## config.mk

```make
export PLATFORM = sky130hd
export DESIGN_NAME = edcca_unit
export DESIGN_NICKNAME = d
export VERILOG_FILES = /design/src/include/edcca_pkg.sv /design/src/hdl/edcca_unit.sv /design/src/hdl/symbol_window.sv
export SDC_FILE = /design/constraint.sdc
export NUM_CORES = 1
export LEC_CHECK = 0
export ABC_AREA = 1
export BUFFER_PORTS_ARGS = -buffer_cell sky130_fd_sc_hd__buf_2
export CAP_MARGIN = 25
export CORE_MARGIN = 8
export CORE_UTILIZATION = 50
export CTS_BUF_LIST = sky130_fd_sc_hd__clkbuf_2 sky130_fd_sc_hd__clkbuf_4 sky130_fd_sc_hd__clkbuf_8
export DETAILED_ROUTE_END_ITERATION = 7
export PLACE_DENSITY = 0.67
export SLEW_MARGIN = 20
export SYNTH_ARGS = -nofsm -noshare
export SYNTH_HDL_FRONTEND = slang
export SYNTH_HIERARCHICAL = 1
export SYNTH_SLANG_ARGS = --single-unit
```

## constraint.sdc

```tcl
create_clock -name clk -period 68.1 [get_ports clk]
set_clock_uncertainty 0.15 [all_clocks]
set_input_delay 3.405 -clock clk [delete_from_list [all_inputs] [get_ports clk]]
set_output_delay 3.405 -clock clk [all_outputs]
set_load 0.01 [all_outputs]
```

## src/include/edcca_pkg.sv

```systemverilog
// Shared constants and carrier types for the energy detect and channel assessment unit
package edcca_pkg;
  // Clock rate and symbol timing
  localparam int CLK_MHZ = 125;
  localparam int SYMBOL_US = 16;
  localparam int SYMBOL_CYCLES = SYMBOL_US * CLK_MHZ;
  localparam int WINDOW_SYMBOLS = 8;
  // Field widths
  localparam int LEVEL_W = 8;
  localparam int ITER_W = 8;
  localparam int PEAK_W = 8;
  localparam int SUM_W = LEVEL_W + 16; // Holds a full 16-bit count of maximum samples
  // Reset values
  localparam logic [7:0] LEVEL_RST = 8'h00;
  localparam logic [2:0] SUM_SHIFT = 3'h3;

  // Assessment mode field encoding
  typedef enum logic [1:0]
  {
    energy_only_mode = 2'h0,
    carrier_only_mode = 2'h1,
    carrier_and_energy_mode = 2'h2,
    carrier_or_energy_mode = 2'h3
  } assess_mode_t;

  // Assessment configuration group
  typedef struct packed
  {
    assess_mode_t assess_mode_select;
    logic [7:0] assess_energy_threshold;
    logic [7:0] correlator_peak_limit;
    logic [7:0] correlator_peak_threshold;
  } assess_control_t;

  // Receiver observations group
  typedef struct packed
  {
    logic sample_valid;
    logic [7:0] rssi_sample;
    logic sfd_found;
    logic frame_ongoing;
    logic corr_valid;
    logic [7:0] corr_value;
  } rx_observe_t;

  // Event outputs group, each a one-cycle pulse
  typedef struct packed
  {
    logic energy_scan_done_event;
    logic energy_scan_halted_event;
    logic channel_clear_event;
    logic channel_occupied_event;
    logic assess_halted_event;
    logic transmit_rampup_task;
    logic stop_task;
    logic disable_task;
  } events_t;
endpackage

```

## src/hdl/edcca_unit.sv

```systemverilog
// Energy detection scan and clear channel assessment engine
`timescale 1ns/1ps
module edcca_unit #(
  parameter int SYM_CYCLES = edcca_pkg::SYMBOL_CYCLES
) (
  // Clock and reset
  input wire logic clk,
  input wire logic rst_n,
  // Tasks, one-cycle pulses from the same clock
  input wire logic energy_scan_begin_task,
  input wire logic energy_scan_halt_task,
  input wire logic assess_begin_task,
  input wire logic assess_halt_task,
  input wire logic receive_ready_event,
  // Configuration
  input wire logic [edcca_pkg::ITER_W-1:0] energy_scan_iterations,
  input wire edcca_pkg::assess_control_t assess_control,
  input wire logic short_clear_transmit_rampup_task,
  input wire logic short_clear_stop,
  input wire logic short_busy_disable,
  input wire logic short_ready_assess,
  // Receiver observations
  input wire edcca_pkg::rx_observe_t rx_obs,
  // Results
  output logic [edcca_pkg::LEVEL_W-1:0] energy_level_result,
  output logic scan_active,
  output logic assess_active,
  output edcca_pkg::events_t events
);
  typedef enum {st_idle, st_scan, st_assess} state_t;
  state_t state_r;
  logic [edcca_pkg::SUM_W-1:0] sum_r; // Sample accumulator, wide enough for a full window
  logic [15:0] run_len_r; // Cycles the current window has run, for checking
  logic [15:0] cnt_r; // Sample count in window
  logic [edcca_pkg::ITER_W-1:0] iter_r; // Iterations left
  logic [edcca_pkg::LEVEL_W-1:0] max_r; // Maximum over iterations
  logic [edcca_pkg::PEAK_W-1:0] peaks_r; // Correlator peaks counted
  logic carrier_r; // Carrier seen in window
  logic win_start, win_abort, win_run, win_done;
  logic [edcca_pkg::LEVEL_W-1:0] avg; // Window average
  logic carrier_now, peak_hit, early_busy, energy_busy, busy;
  logic assess_go, halt_scan, halt_assess;
  edcca_pkg::assess_mode_t mode;

  // Average as sum divided by count; empty windows read zero
  function automatic logic [7:0] mean(input logic [23:0] s, input logic [15:0] n);
    logic [23:0] q;
    q = (n == 16'h0000) ? 24'h000000 : s / {8'h00, n};
    return (q > 24'h0000ff) ? 8'hff : q[7:0];
  endfunction

  assign mode = assess_control.assess_mode_select;
  assign assess_go = (assess_begin_task || (short_ready_assess && receive_ready_event))
                     && state_r == st_idle;
  assign halt_scan = energy_scan_halt_task && state_r == st_scan;
  assign halt_assess = assess_halt_task && state_r == st_assess;
  assign avg = mean(sum_r, cnt_r);
  assign carrier_now = carrier_r || rx_obs.sfd_found || rx_obs.frame_ongoing;
  assign peak_hit = assess_control.correlator_peak_limit != 8'h00 && rx_obs.corr_valid
                    && rx_obs.corr_value > assess_control.correlator_peak_threshold
                    && peaks_r + 8'h01 >= assess_control.correlator_peak_limit;
  // Early termination only matters when the carrier alone decides busy
  assign early_busy = state_r == st_assess && win_run
                      && (rx_obs.sfd_found || peak_hit)
                      && (mode == edcca_pkg::carrier_only_mode
                          || mode == edcca_pkg::carrier_or_energy_mode);
  assign energy_busy = avg >= assess_control.assess_energy_threshold;

  // Combine energy and carrier results per mode
  always_comb
  begin
    case (mode)
      edcca_pkg::energy_only_mode: busy = energy_busy;
      edcca_pkg::carrier_only_mode: busy = carrier_now;
      edcca_pkg::carrier_and_energy_mode: busy = energy_busy && carrier_now;
      default: busy = energy_busy || carrier_now;
    endcase
  end

  // Window restarts at each iteration and each new job
  assign win_start = (state_r == st_idle && (energy_scan_begin_task || assess_go))
                     || (state_r == st_scan && win_done && iter_r > 8'h01);
  assign win_abort = halt_scan || halt_assess || early_busy;

  symbol_window #(.SYM_CYCLES(SYM_CYCLES), .SYMBOLS(edcca_pkg::WINDOW_SYMBOLS)) u_win (
    .clk(clk),
    .rst_n(rst_n),
    .start(win_start),
    .abort(win_abort),
    .running(win_run),
    .done(win_done)
  );

  // Job state; scan begin has priority over assess begin when both arrive
  always_ff @(posedge clk or negedge rst_n)
  begin
    if (!rst_n)
    begin
      state_r <= st_idle;
      iter_r <= 8'h00;
    end
    else
    begin
      case (state_r)
        st_idle:
        begin
          if (energy_scan_begin_task)
          begin
            state_r <= st_scan;
            iter_r <= (energy_scan_iterations == 8'h00) ? 8'h01 : energy_scan_iterations;
          end
          else if (assess_go)
          begin
            state_r <= st_assess;
          end
        end
        st_scan:
        begin
          if (halt_scan)
            state_r <= st_idle;
          else if (win_done)
          begin
            iter_r <= iter_r - 8'h01;
            if (iter_r <= 8'h01)
              state_r <= st_idle;
          end
        end
        default:
        begin
          if (halt_assess || early_busy || win_done)
            state_r <= st_idle;
        end
      endcase
    end
  end

  // Sample averaging and carrier observation per window
  always_ff @(posedge clk or negedge rst_n)
  begin
    if (!rst_n)
    begin
      sum_r <= '0;
      cnt_r <= 16'h0000;
      peaks_r <= 8'h00;
      carrier_r <= 1'b0;
    end
    else if (win_start)
    begin
      sum_r <= '0;
      cnt_r <= 16'h0000;
      peaks_r <= 8'h00;
      carrier_r <= 1'b0;
    end
    else if (win_run)
    begin
      if (rx_obs.sample_valid)
      begin
        sum_r <= sum_r + {16'h0000, rx_obs.rssi_sample};
        cnt_r <= cnt_r + 16'h0001;
      end
      if (rx_obs.corr_valid && rx_obs.corr_value > assess_control.correlator_peak_threshold)
        peaks_r <= peaks_r + 8'h01;
      if (rx_obs.sfd_found || rx_obs.frame_ongoing || peak_hit)
        carrier_r <= 1'b1;
    end
  end

  // Result level and running maximum across iterations
  always_ff @(posedge clk or negedge rst_n)
  begin
    if (!rst_n)
    begin
      energy_level_result <= edcca_pkg::LEVEL_RST;
      max_r <= edcca_pkg::LEVEL_RST;
    end
    else if (state_r == st_idle && energy_scan_begin_task)
      max_r <= edcca_pkg::LEVEL_RST;
    else if (state_r == st_scan && win_done)
    begin
      max_r <= (avg > max_r) ? avg : max_r;
      if (iter_r <= 8'h01)
        energy_level_result <= (avg > max_r) ? avg : max_r;
    end
  end

  // Event pulses and shortcut tasks, registered
  always_ff @(posedge clk or negedge rst_n)
  begin
    if (!rst_n)
      events <= '0;
    else
    begin
      events <= '0;
      events.energy_scan_done_event <= state_r == st_scan && win_done && iter_r <= 8'h01;
      events.energy_scan_halted_event <= halt_scan;
      events.assess_halted_event <= halt_assess;
      if (state_r == st_assess && !halt_assess && (early_busy || win_done))
      begin
        events.channel_occupied_event <= early_busy || busy;
        events.channel_clear_event <= !(early_busy || busy);
        events.transmit_rampup_task <= short_clear_transmit_rampup_task && !(early_busy || busy);
        events.stop_task <= short_clear_stop && !(early_busy || busy);
        events.disable_task <= short_busy_disable && (early_busy || busy);
      end
    end
  end

  // Activity status flags
  always_ff @(posedge clk or negedge rst_n)
  begin
    if (!rst_n)
    begin
      scan_active <= 1'b0;
      assess_active <= 1'b0;
    end
    else
    begin
      scan_active <= state_r == st_scan;
      assess_active <= state_r == st_assess;
    end
  end

  // Window length helper; halts and early busy cut windows short, and an early busy window is still judged busy
  always_ff @(posedge clk or negedge rst_n)
  begin
    if (!rst_n)
      run_len_r <= 16'h0000;
    else if (win_start)
      run_len_r <= 16'h0000;
    else if (win_run)
      run_len_r <= run_len_r + 16'h0001;
  end

  a_done_one_shot: assert property (@(posedge clk) disable iff (!rst_n)
    events.energy_scan_done_event |=> !events.energy_scan_done_event)
    else $error("done event longer than one cycle");
  a_scan_halted: assert property (@(posedge clk) disable iff (!rst_n)
    halt_scan |=> events.energy_scan_halted_event && state_r == st_idle)
    else $error("scan halt did not end scan");
  a_assess_halted: assert property (@(posedge clk) disable iff (!rst_n)
    halt_assess |=> events.assess_halted_event && !events.channel_clear_event)
    else $error("assess halt missing halted event");
  a_verdict_exclusive: assert property (@(posedge clk) disable iff (!rst_n)
    !(events.channel_clear_event && events.channel_occupied_event))
    else $error("clear and busy together");
  a_sfd_busy: assert property (@(posedge clk) disable iff (!rst_n)
    early_busy |=> events.channel_occupied_event)
    else $error("delimiter did not end busy");
  a_transmit_rampup_task_clear: assert property (@(posedge clk) disable iff (!rst_n)
    events.transmit_rampup_task |-> events.channel_clear_event)
    else $error("transmit ramp without clear");
  a_disable_busy: assert property (@(posedge clk) disable iff (!rst_n)
    events.disable_task |-> events.channel_occupied_event && $past(short_busy_disable))
    else $error("disable without busy");
  a_ready_start: assert property (@(posedge clk) disable iff (!rst_n)
    short_ready_assess && receive_ready_event && state_r == st_idle
    && !energy_scan_begin_task |=> state_r == st_assess)
    else $error("ready shortcut did not start");
  a_window_length: assert property (@(posedge clk) disable iff (!rst_n)
    win_done |-> run_len_r == 16'(edcca_pkg::WINDOW_SYMBOLS * SYM_CYCLES))
    else $error("window length wrong");
  a_energy_mode: assert property (@(posedge clk) disable iff (!rst_n)
    state_r == st_assess && win_done && mode == edcca_pkg::energy_only_mode
    && !halt_assess |=> events.channel_occupied_event == $past(energy_busy))
    else $error("energy verdict wrong");

  c_scan_done: cover property (@(posedge clk) events.energy_scan_done_event);
  c_clear: cover property (@(posedge clk) events.channel_clear_event);
  c_busy: cover property (@(posedge clk) events.channel_occupied_event);
  c_halt: cover property (@(posedge clk) events.assess_halted_event);
endmodule

```

## src/hdl/symbol_window.sv

```systemverilog
// Symbol-rate enable divider and eight-symbol window counter
`timescale 1ns/1ps
module symbol_window #(
  parameter int SYM_CYCLES = edcca_pkg::SYMBOL_CYCLES,
  parameter int SYMBOLS = edcca_pkg::WINDOW_SYMBOLS
) (
  // Clock and reset
  input wire logic clk,
  input wire logic rst_n,
  // Control
  input wire logic start,
  input wire logic abort,
  // Status
  output logic running,
  output logic done
);
  logic [15:0] cyc_r; // Cycles into the current symbol
  logic [7:0] sym_r; // Whole symbols elapsed
  logic sym_tick; // One-cycle enable at symbol rate

  assign sym_tick = running && (cyc_r == 16'(SYM_CYCLES - 1));

  // Divider counts only while a window runs, so every window starts aligned
  always_ff @(posedge clk or negedge rst_n)
  begin
    if (!rst_n)
    begin
      cyc_r <= 16'h0000;
      sym_r <= 8'h00;
      running <= 1'b0;
      done <= 1'b0;
    end
    else
    begin
      done <= 1'b0;
      if (abort)
      begin
        running <= 1'b0;
      end
      else if (start)
      begin
        running <= 1'b1;
        cyc_r <= 16'h0000;
        sym_r <= 8'h00;
      end
      else if (running)
      begin
        cyc_r <= sym_tick ? 16'h0000 : cyc_r + 16'h0001;
        if (sym_tick)
        begin
          // Window ends on the last symbol boundary
          if (sym_r == 8'(SYMBOLS - 1))
          begin
            running <= 1'b0;
            done <= 1'b1;
          end
          sym_r <= sym_r + 8'h01;
        end
      end
    end
  end
endmodule

```

==> results of run 1 <==
[cells in the mapped netlist (12+ instances only)]
master and number:
a21o_1 12, a21oi_1 198, a21oi_2 33, clkbuf_1 53, dfrtp_1 111, ha_1 312
inv_1 453, inv_2 50, nand2_1 728, nand2_2 28, nand2_4 15, nand3_1 181
nand3_2 15, nand4_1 45, nor2_1 213, nor2_2 12, nor3_1 34, nor4_1 22
o21a_1 14, o21ai_0 248, o21ai_1 38, o21bai_1 35, or2_2 20, xnor2_1 62
xor2_1 133
[cells by family after synthesis]
| family | count (synthesis) | share of synthesized area, % |
|---|---|---|
| buffers and inverters | 584 | 10.8 |
| AO/OA/AOI/OAI | 668 | 18.8 |
| XOR/XNOR | 195 | 8.23 |
| adder cells (fa/ha/maj) | 313 | 18.9 |
| AND/OR/NAND/NOR | 1361 | 29.9 |
| flip-flops | 111 | 13.4 |
[cell type report]
type	count	area [um^2]	share of cell area, %
tap	532	666	3.02
timing repair inverter	3	15.0	0.0682
clock inverter	5	41.3	0.188
inverter	513	1960	8.90
clock buffer	10	138	0.625
timing repair buffer	109	616	2.80
sequential	111	2780	12.6
multi-input combinational	2538	15800	71.8
[per-stage QoR]
step | hold slack, ps | setup TNS, ps
2_1_floorplan | 298 | 0
3_3_place_gp | 318 | 0
3_5_place_dp | 322 | 0
4_1_cts | 344 | 0
5_1_grt | 361 | -2.06
6_report | 337 | 0
[registers in the layout, summed over array words and instances, names as in the netlist]
signal and flops:
sum_r 24, cnt_r 16, u_win/cyc_r 16, energy_level_result 8
events 8, iter_r 8, max_r 8, peaks_r 8
u_win/sym_r 8, state_r 2, assess_active 1, carrier_r 1
scan_active 1, u_win/done 1, u_win/running 1
[layer usage]
metal / wire length, um / vias up / GRT usage, %
met3: 2670 / 89 / 2.43
met5: 25 / - / 0
met4: 1390 / 4 / 6.78
met2: 26100 / 471 / 40.0
li1: - / 10800 / -
met1: 26900 / 9392 / 31.3
[timing repair]
item,CTS,global route
resized for setup,0,18
setup buffers,0,5
setup endpoints to repair,0,21
hold buffers,0,0
[worst register-to-register path, delay by kind of cell (launching register included)]
| family | cells | cell delay [ps] |
|---|---|---|
| xor+xnor | 2 | 330 |
| buf+inv | 85 | 8300 |
| fa+ha+maj | 24 | 7460 |
| simple gates | 153 | 17700 |
| compound gates | 147 | 26440 |
| flops | 1 | 460 |
[worst paths after layout]
check | start | to | slack (ps) | cells past startpoint
max reg2reg | sum_r[11] | events[1] | 7250 | 411
max in group asynchronous | rst_n | peaks_r[7] | 63640 | 2
max | sum_r[11] | events[1] | 7250 | 411
min in group asynchronous | rst_n | iter_r[2] | 2870 | 1
min reg2reg | state_r[0] | assess_active | 340 | 1
min | state_r[0] | assess_active | 340 | 1
==> run metrics, run 1 <==
CTS Buf Count=9; synth top area cells=ha_1, dfrtp_1, nand2_1; Setup-failing EPs final=0; area post-placement=21700 um^2; Die H=220 um; Tmin final=60850 ps; Slew HR=43.7%; Crit path max-delay family=compound AO/OA/AOI/OAI gates; critical path fanouts, max=26; register area share after synthesis=13.4%; Root Driver=clkbuf_8; DR vias/cell=5.44; I/O Buffers=82; routability cong.=0.932; worst path buffer plus inverter count=85; area leader, netlist=ha_1; first-pass GRT wire length=95400 um; Synth Flop Type=dfrtp_1; worst hold path class=reg -> reg; DRC=0; Max Cap Viol=0; status=finished, final reports clean; drt initial violations=1443; largest net degree at the start of global routing=61; Core Rows=74; period utilization=89.4%; number of diodes=0; DP HPWL=45700 um; CP Launch Type=flip-flop; most frequent cells in the layout=nand2_1, inv_1, ha_1; nets@finish=3663; WS Path Type=reg -> reg; Most Frequent Cell on Critical Path=nand2_1; Antenna Nets Post-Route=0; CTS clk-pin slew, worst paths=110 ps; Worst EP required=68280 ps; synthesized instance count=3232; Post-synth ARST share=100%; Clk Latency, worst-skew pair=400 ps; most common cell after layout, fill and taps aside=nand2_1; CTS H-Tree Depth=3; vias in the first global route=20.1k; clk buf depth=2; syn_nets=3610; # clock sinks=111; Largest stage delay, worst path=460 ps; FMAX=16.4 MHz; CTS tree=done; layout cells sized above 1=10.6%; Post-Syn Area=20800 um^2; Worst-Margin Slew=837 ps; placed cell count=3797; post-route worst setup slack=7250 ps; Synth cell types=67; initial core utilization=50.7%; Setup WS pre-CTS=5230 ps; wire length per cell=14.9 um; drt pass-1 iters=5; WP data arrival=61030 ps; design area=22000 um^2; EDFF count, synth=0; Final Instance Count excl. Fillers=3821; IO Pins=83; Tot GR Track Use=23.5%; Post-Syn Area per Cell=6.42 um^2; Fillers=4043; core area=40900 um^2; CP endpoint kind=flip-flop; Final Max Slew Viols=0; Synth top area share=18.8%; WL final=57100 um; antenna violations before repair=2; vias=20.8k; Layout area overhead=6.01%; Die W=220 um; slowest cell on the critical path=dfrtp_1; hold violation count in the final report=0; DIE AREA=48300 um^2; FF+latch count, synth=111; Synth warnings=6; GRT overflow=0; final core utilization=53.8%
Power of run 1 is left out: the tool's default activity adds up to more than one toggle a clock period on the data nets, which glitch-free logic cannot reach.
==> run 2: changes to the inputs <==
--- a/config.mk
+++ b/config.mk
@@ -8,11 +8,11 @@
 export ABC_AREA = 1
 export BUFFER_PORTS_ARGS = -buffer_cell sky130_fd_sc_hd__buf_2
 export CAP_MARGIN = 25
-export CORE_MARGIN = 8
-export CORE_UTILIZATION = 50
+export CORE_MARGIN = 3
+export CORE_UTILIZATION = 46
 export CTS_BUF_LIST = sky130_fd_sc_hd__clkbuf_2 sky130_fd_sc_hd__clkbuf_4 sky130_fd_sc_hd__clkbuf_8
 export DETAILED_ROUTE_END_ITERATION = 7
-export PLACE_DENSITY = 0.67
+export RECOVER_POWER = 100
 export SLEW_MARGIN = 20
 export SYNTH_ARGS = -nofsm -noshare
 export SYNTH_HDL_FRONTEND = slang
==> run 2 against run 1 <==
Net effect:
- routed wire length rose by 0.17%
- largest cell class unchanged
- the run now ends with max-capacitance violations, max-slew violations left
- critical endpoint is now events[2]
- via count fell by 0.51%
- design area rose by 0.40%
- non-clock buffer count rose by 3
- utilization fell by 4.0 points
- sequential cell count did not move
- critical path type unchanged
==> run metrics, run 2 (synthesized netlist as in run 1, its figures left out) <==
DRC=0; Layout area overhead=6.43%; biggest regs=sum_r (24), cnt_r (16), u_win/cyc_r (16); I/O Buffers=82; core area=44400 um^2; Final Max Slew Viols=128; CTS tree=done; vias=20.7k; CP endpoint kind=flip-flop; CP Launch Type=flip-flop; vias in the first global route=20.0k; WL final=57200 um; Largest stage delay, worst path=480 ps; wire length per cell=14.7 um; DR vias/cell=5.32; Setup-failing EPs final=0; number of diodes=0; clk buf depth=2; failing checks=max-capacitance violations, max-slew violations; IO Pins=83; DP HPWL=45000 um; CTS H-Tree Depth=3; drt pass-1 iters=5; FMAX=16.4 MHz; Tmin final=60880 ps; initial core utilization=46.7%; worst hold path class=reg -> reg; layout cells sized above 1=9.92%; CTS Hold Buffers Added=0; Core Rows=77; Antenna Nets Post-Route=0; DIE AREA=47700 um^2; status=complete, but fails checks; period utilization=89.4%; CTS clk-pin slew, worst paths=120 ps; CTS Buf Count=9; antenna violations before repair=6; GRT overflow=0; Die W=218 um; max FFs per register=24; TNS Setup=0 ps; Worst EP required=68280 ps; critical path fanouts, max=26; hold violation count in the final report=0; Max Cap Viol=3; Die H=218 um; drt initial violations=1157; WP data arrival=61060 ps; r2r setup slk=7220 ps; Root Driver=clkbuf_8; routability cong.=0.873; WS Path Type=reg -> reg; Slew HR=-108%; most common cell after layout, fill and taps aside=nand2_1; slowest cell on the critical path=dfrtp_1; Clk Latency, worst-skew pair=410 ps; Tot GR Track Use=23.7%; RSZ-0062 raised after global routing=false; Top reg by flops=sum_r; nets@finish=3669; largest net degree at the start of global routing=58; most frequent cells in the layout=nand2_1, inv_1, ha_1; Most Frequent Cell on Critical Path=nand2_1; Worst-Margin Slew=3130 ps; # clock sinks=111; first-pass GRT wire length=95100 um
[run 2: layout make-up]
| type | instances | area (um^2) |
|---|---|---|
| clock inverter | 7 | 81.3 |
| inverter | 513 | 1970 |
| multi-input combinational | 2538 | 15800 |
| fill | 4588 | 22300 |
| timing repair inverter | 6 | 32.5 |
| tap | 592 | 741 |
| timing repair buffer | 112 | 608 |
| sequential | 111 | 2780 |
| clock buffer | 9 | 124 |
[run 2: worst paths after layout]
kind	startpoint	to	depth (start not counted)
worst max register to register	sum_r[9]	events[2]	413
worst max-delay path	sum_r[9]	events[2]	413
worst min-delay path	energy_level_result[5]	energy_level_result[5]	2
max in group asynchronous	rst_n	cnt_r[9]	2
worst min register to register	energy_level_result[5]	energy_level_result[5]	2
min in group asynchronous	rst_n	scan_active	1
[run 2: critical path: cells and delay by family, from the launching register on]
family                   cells  cell delay, ps
XOR/XNOR                     2             350
AND/OR/NAND/NOR            150           16990
flip-flops                   1             480
buffers and inverters       84            8390
AO/OA/AOI/OAI              153           26810
adder cells (fa/ha/maj)     24            7500
[run 2: what timing repair did]
| item | CTS | global route |
|---|---|---|
| endpoints found under the setup margin | 0 | 21 |
| resized for setup | 0 | 20 |
| setup buffers | 0 | 7 |
[run 2: metal layers]
layer  wire length, um  global-route usage (%)  vias to the layer above
li1                  -                       -                    10800
met1             27700                    32.0                     9423
met2             26200                    41.2                      335
met3              2150                    2.22                       73
met4              1030                    5.26                       12
met5                85                       0                        -
[run 2: stage by stage]
step	hold WS (ps)	util, %	instance area, um^2	setup slack, ps	cells
2_1_floorplan	298	-	20800	13940	3232
3_3_place_gp	330	49.0	21800	5830	3858
3_5_place_dp	333	49.0	21800	4490	3858
4_1_cts	370	49.5	22000	4290	3874
5_1_grt	384	49.7	22100	138	3888
6_report	370	49.7	22100	7220	3888
Power of run 2 is left out for the same reason.
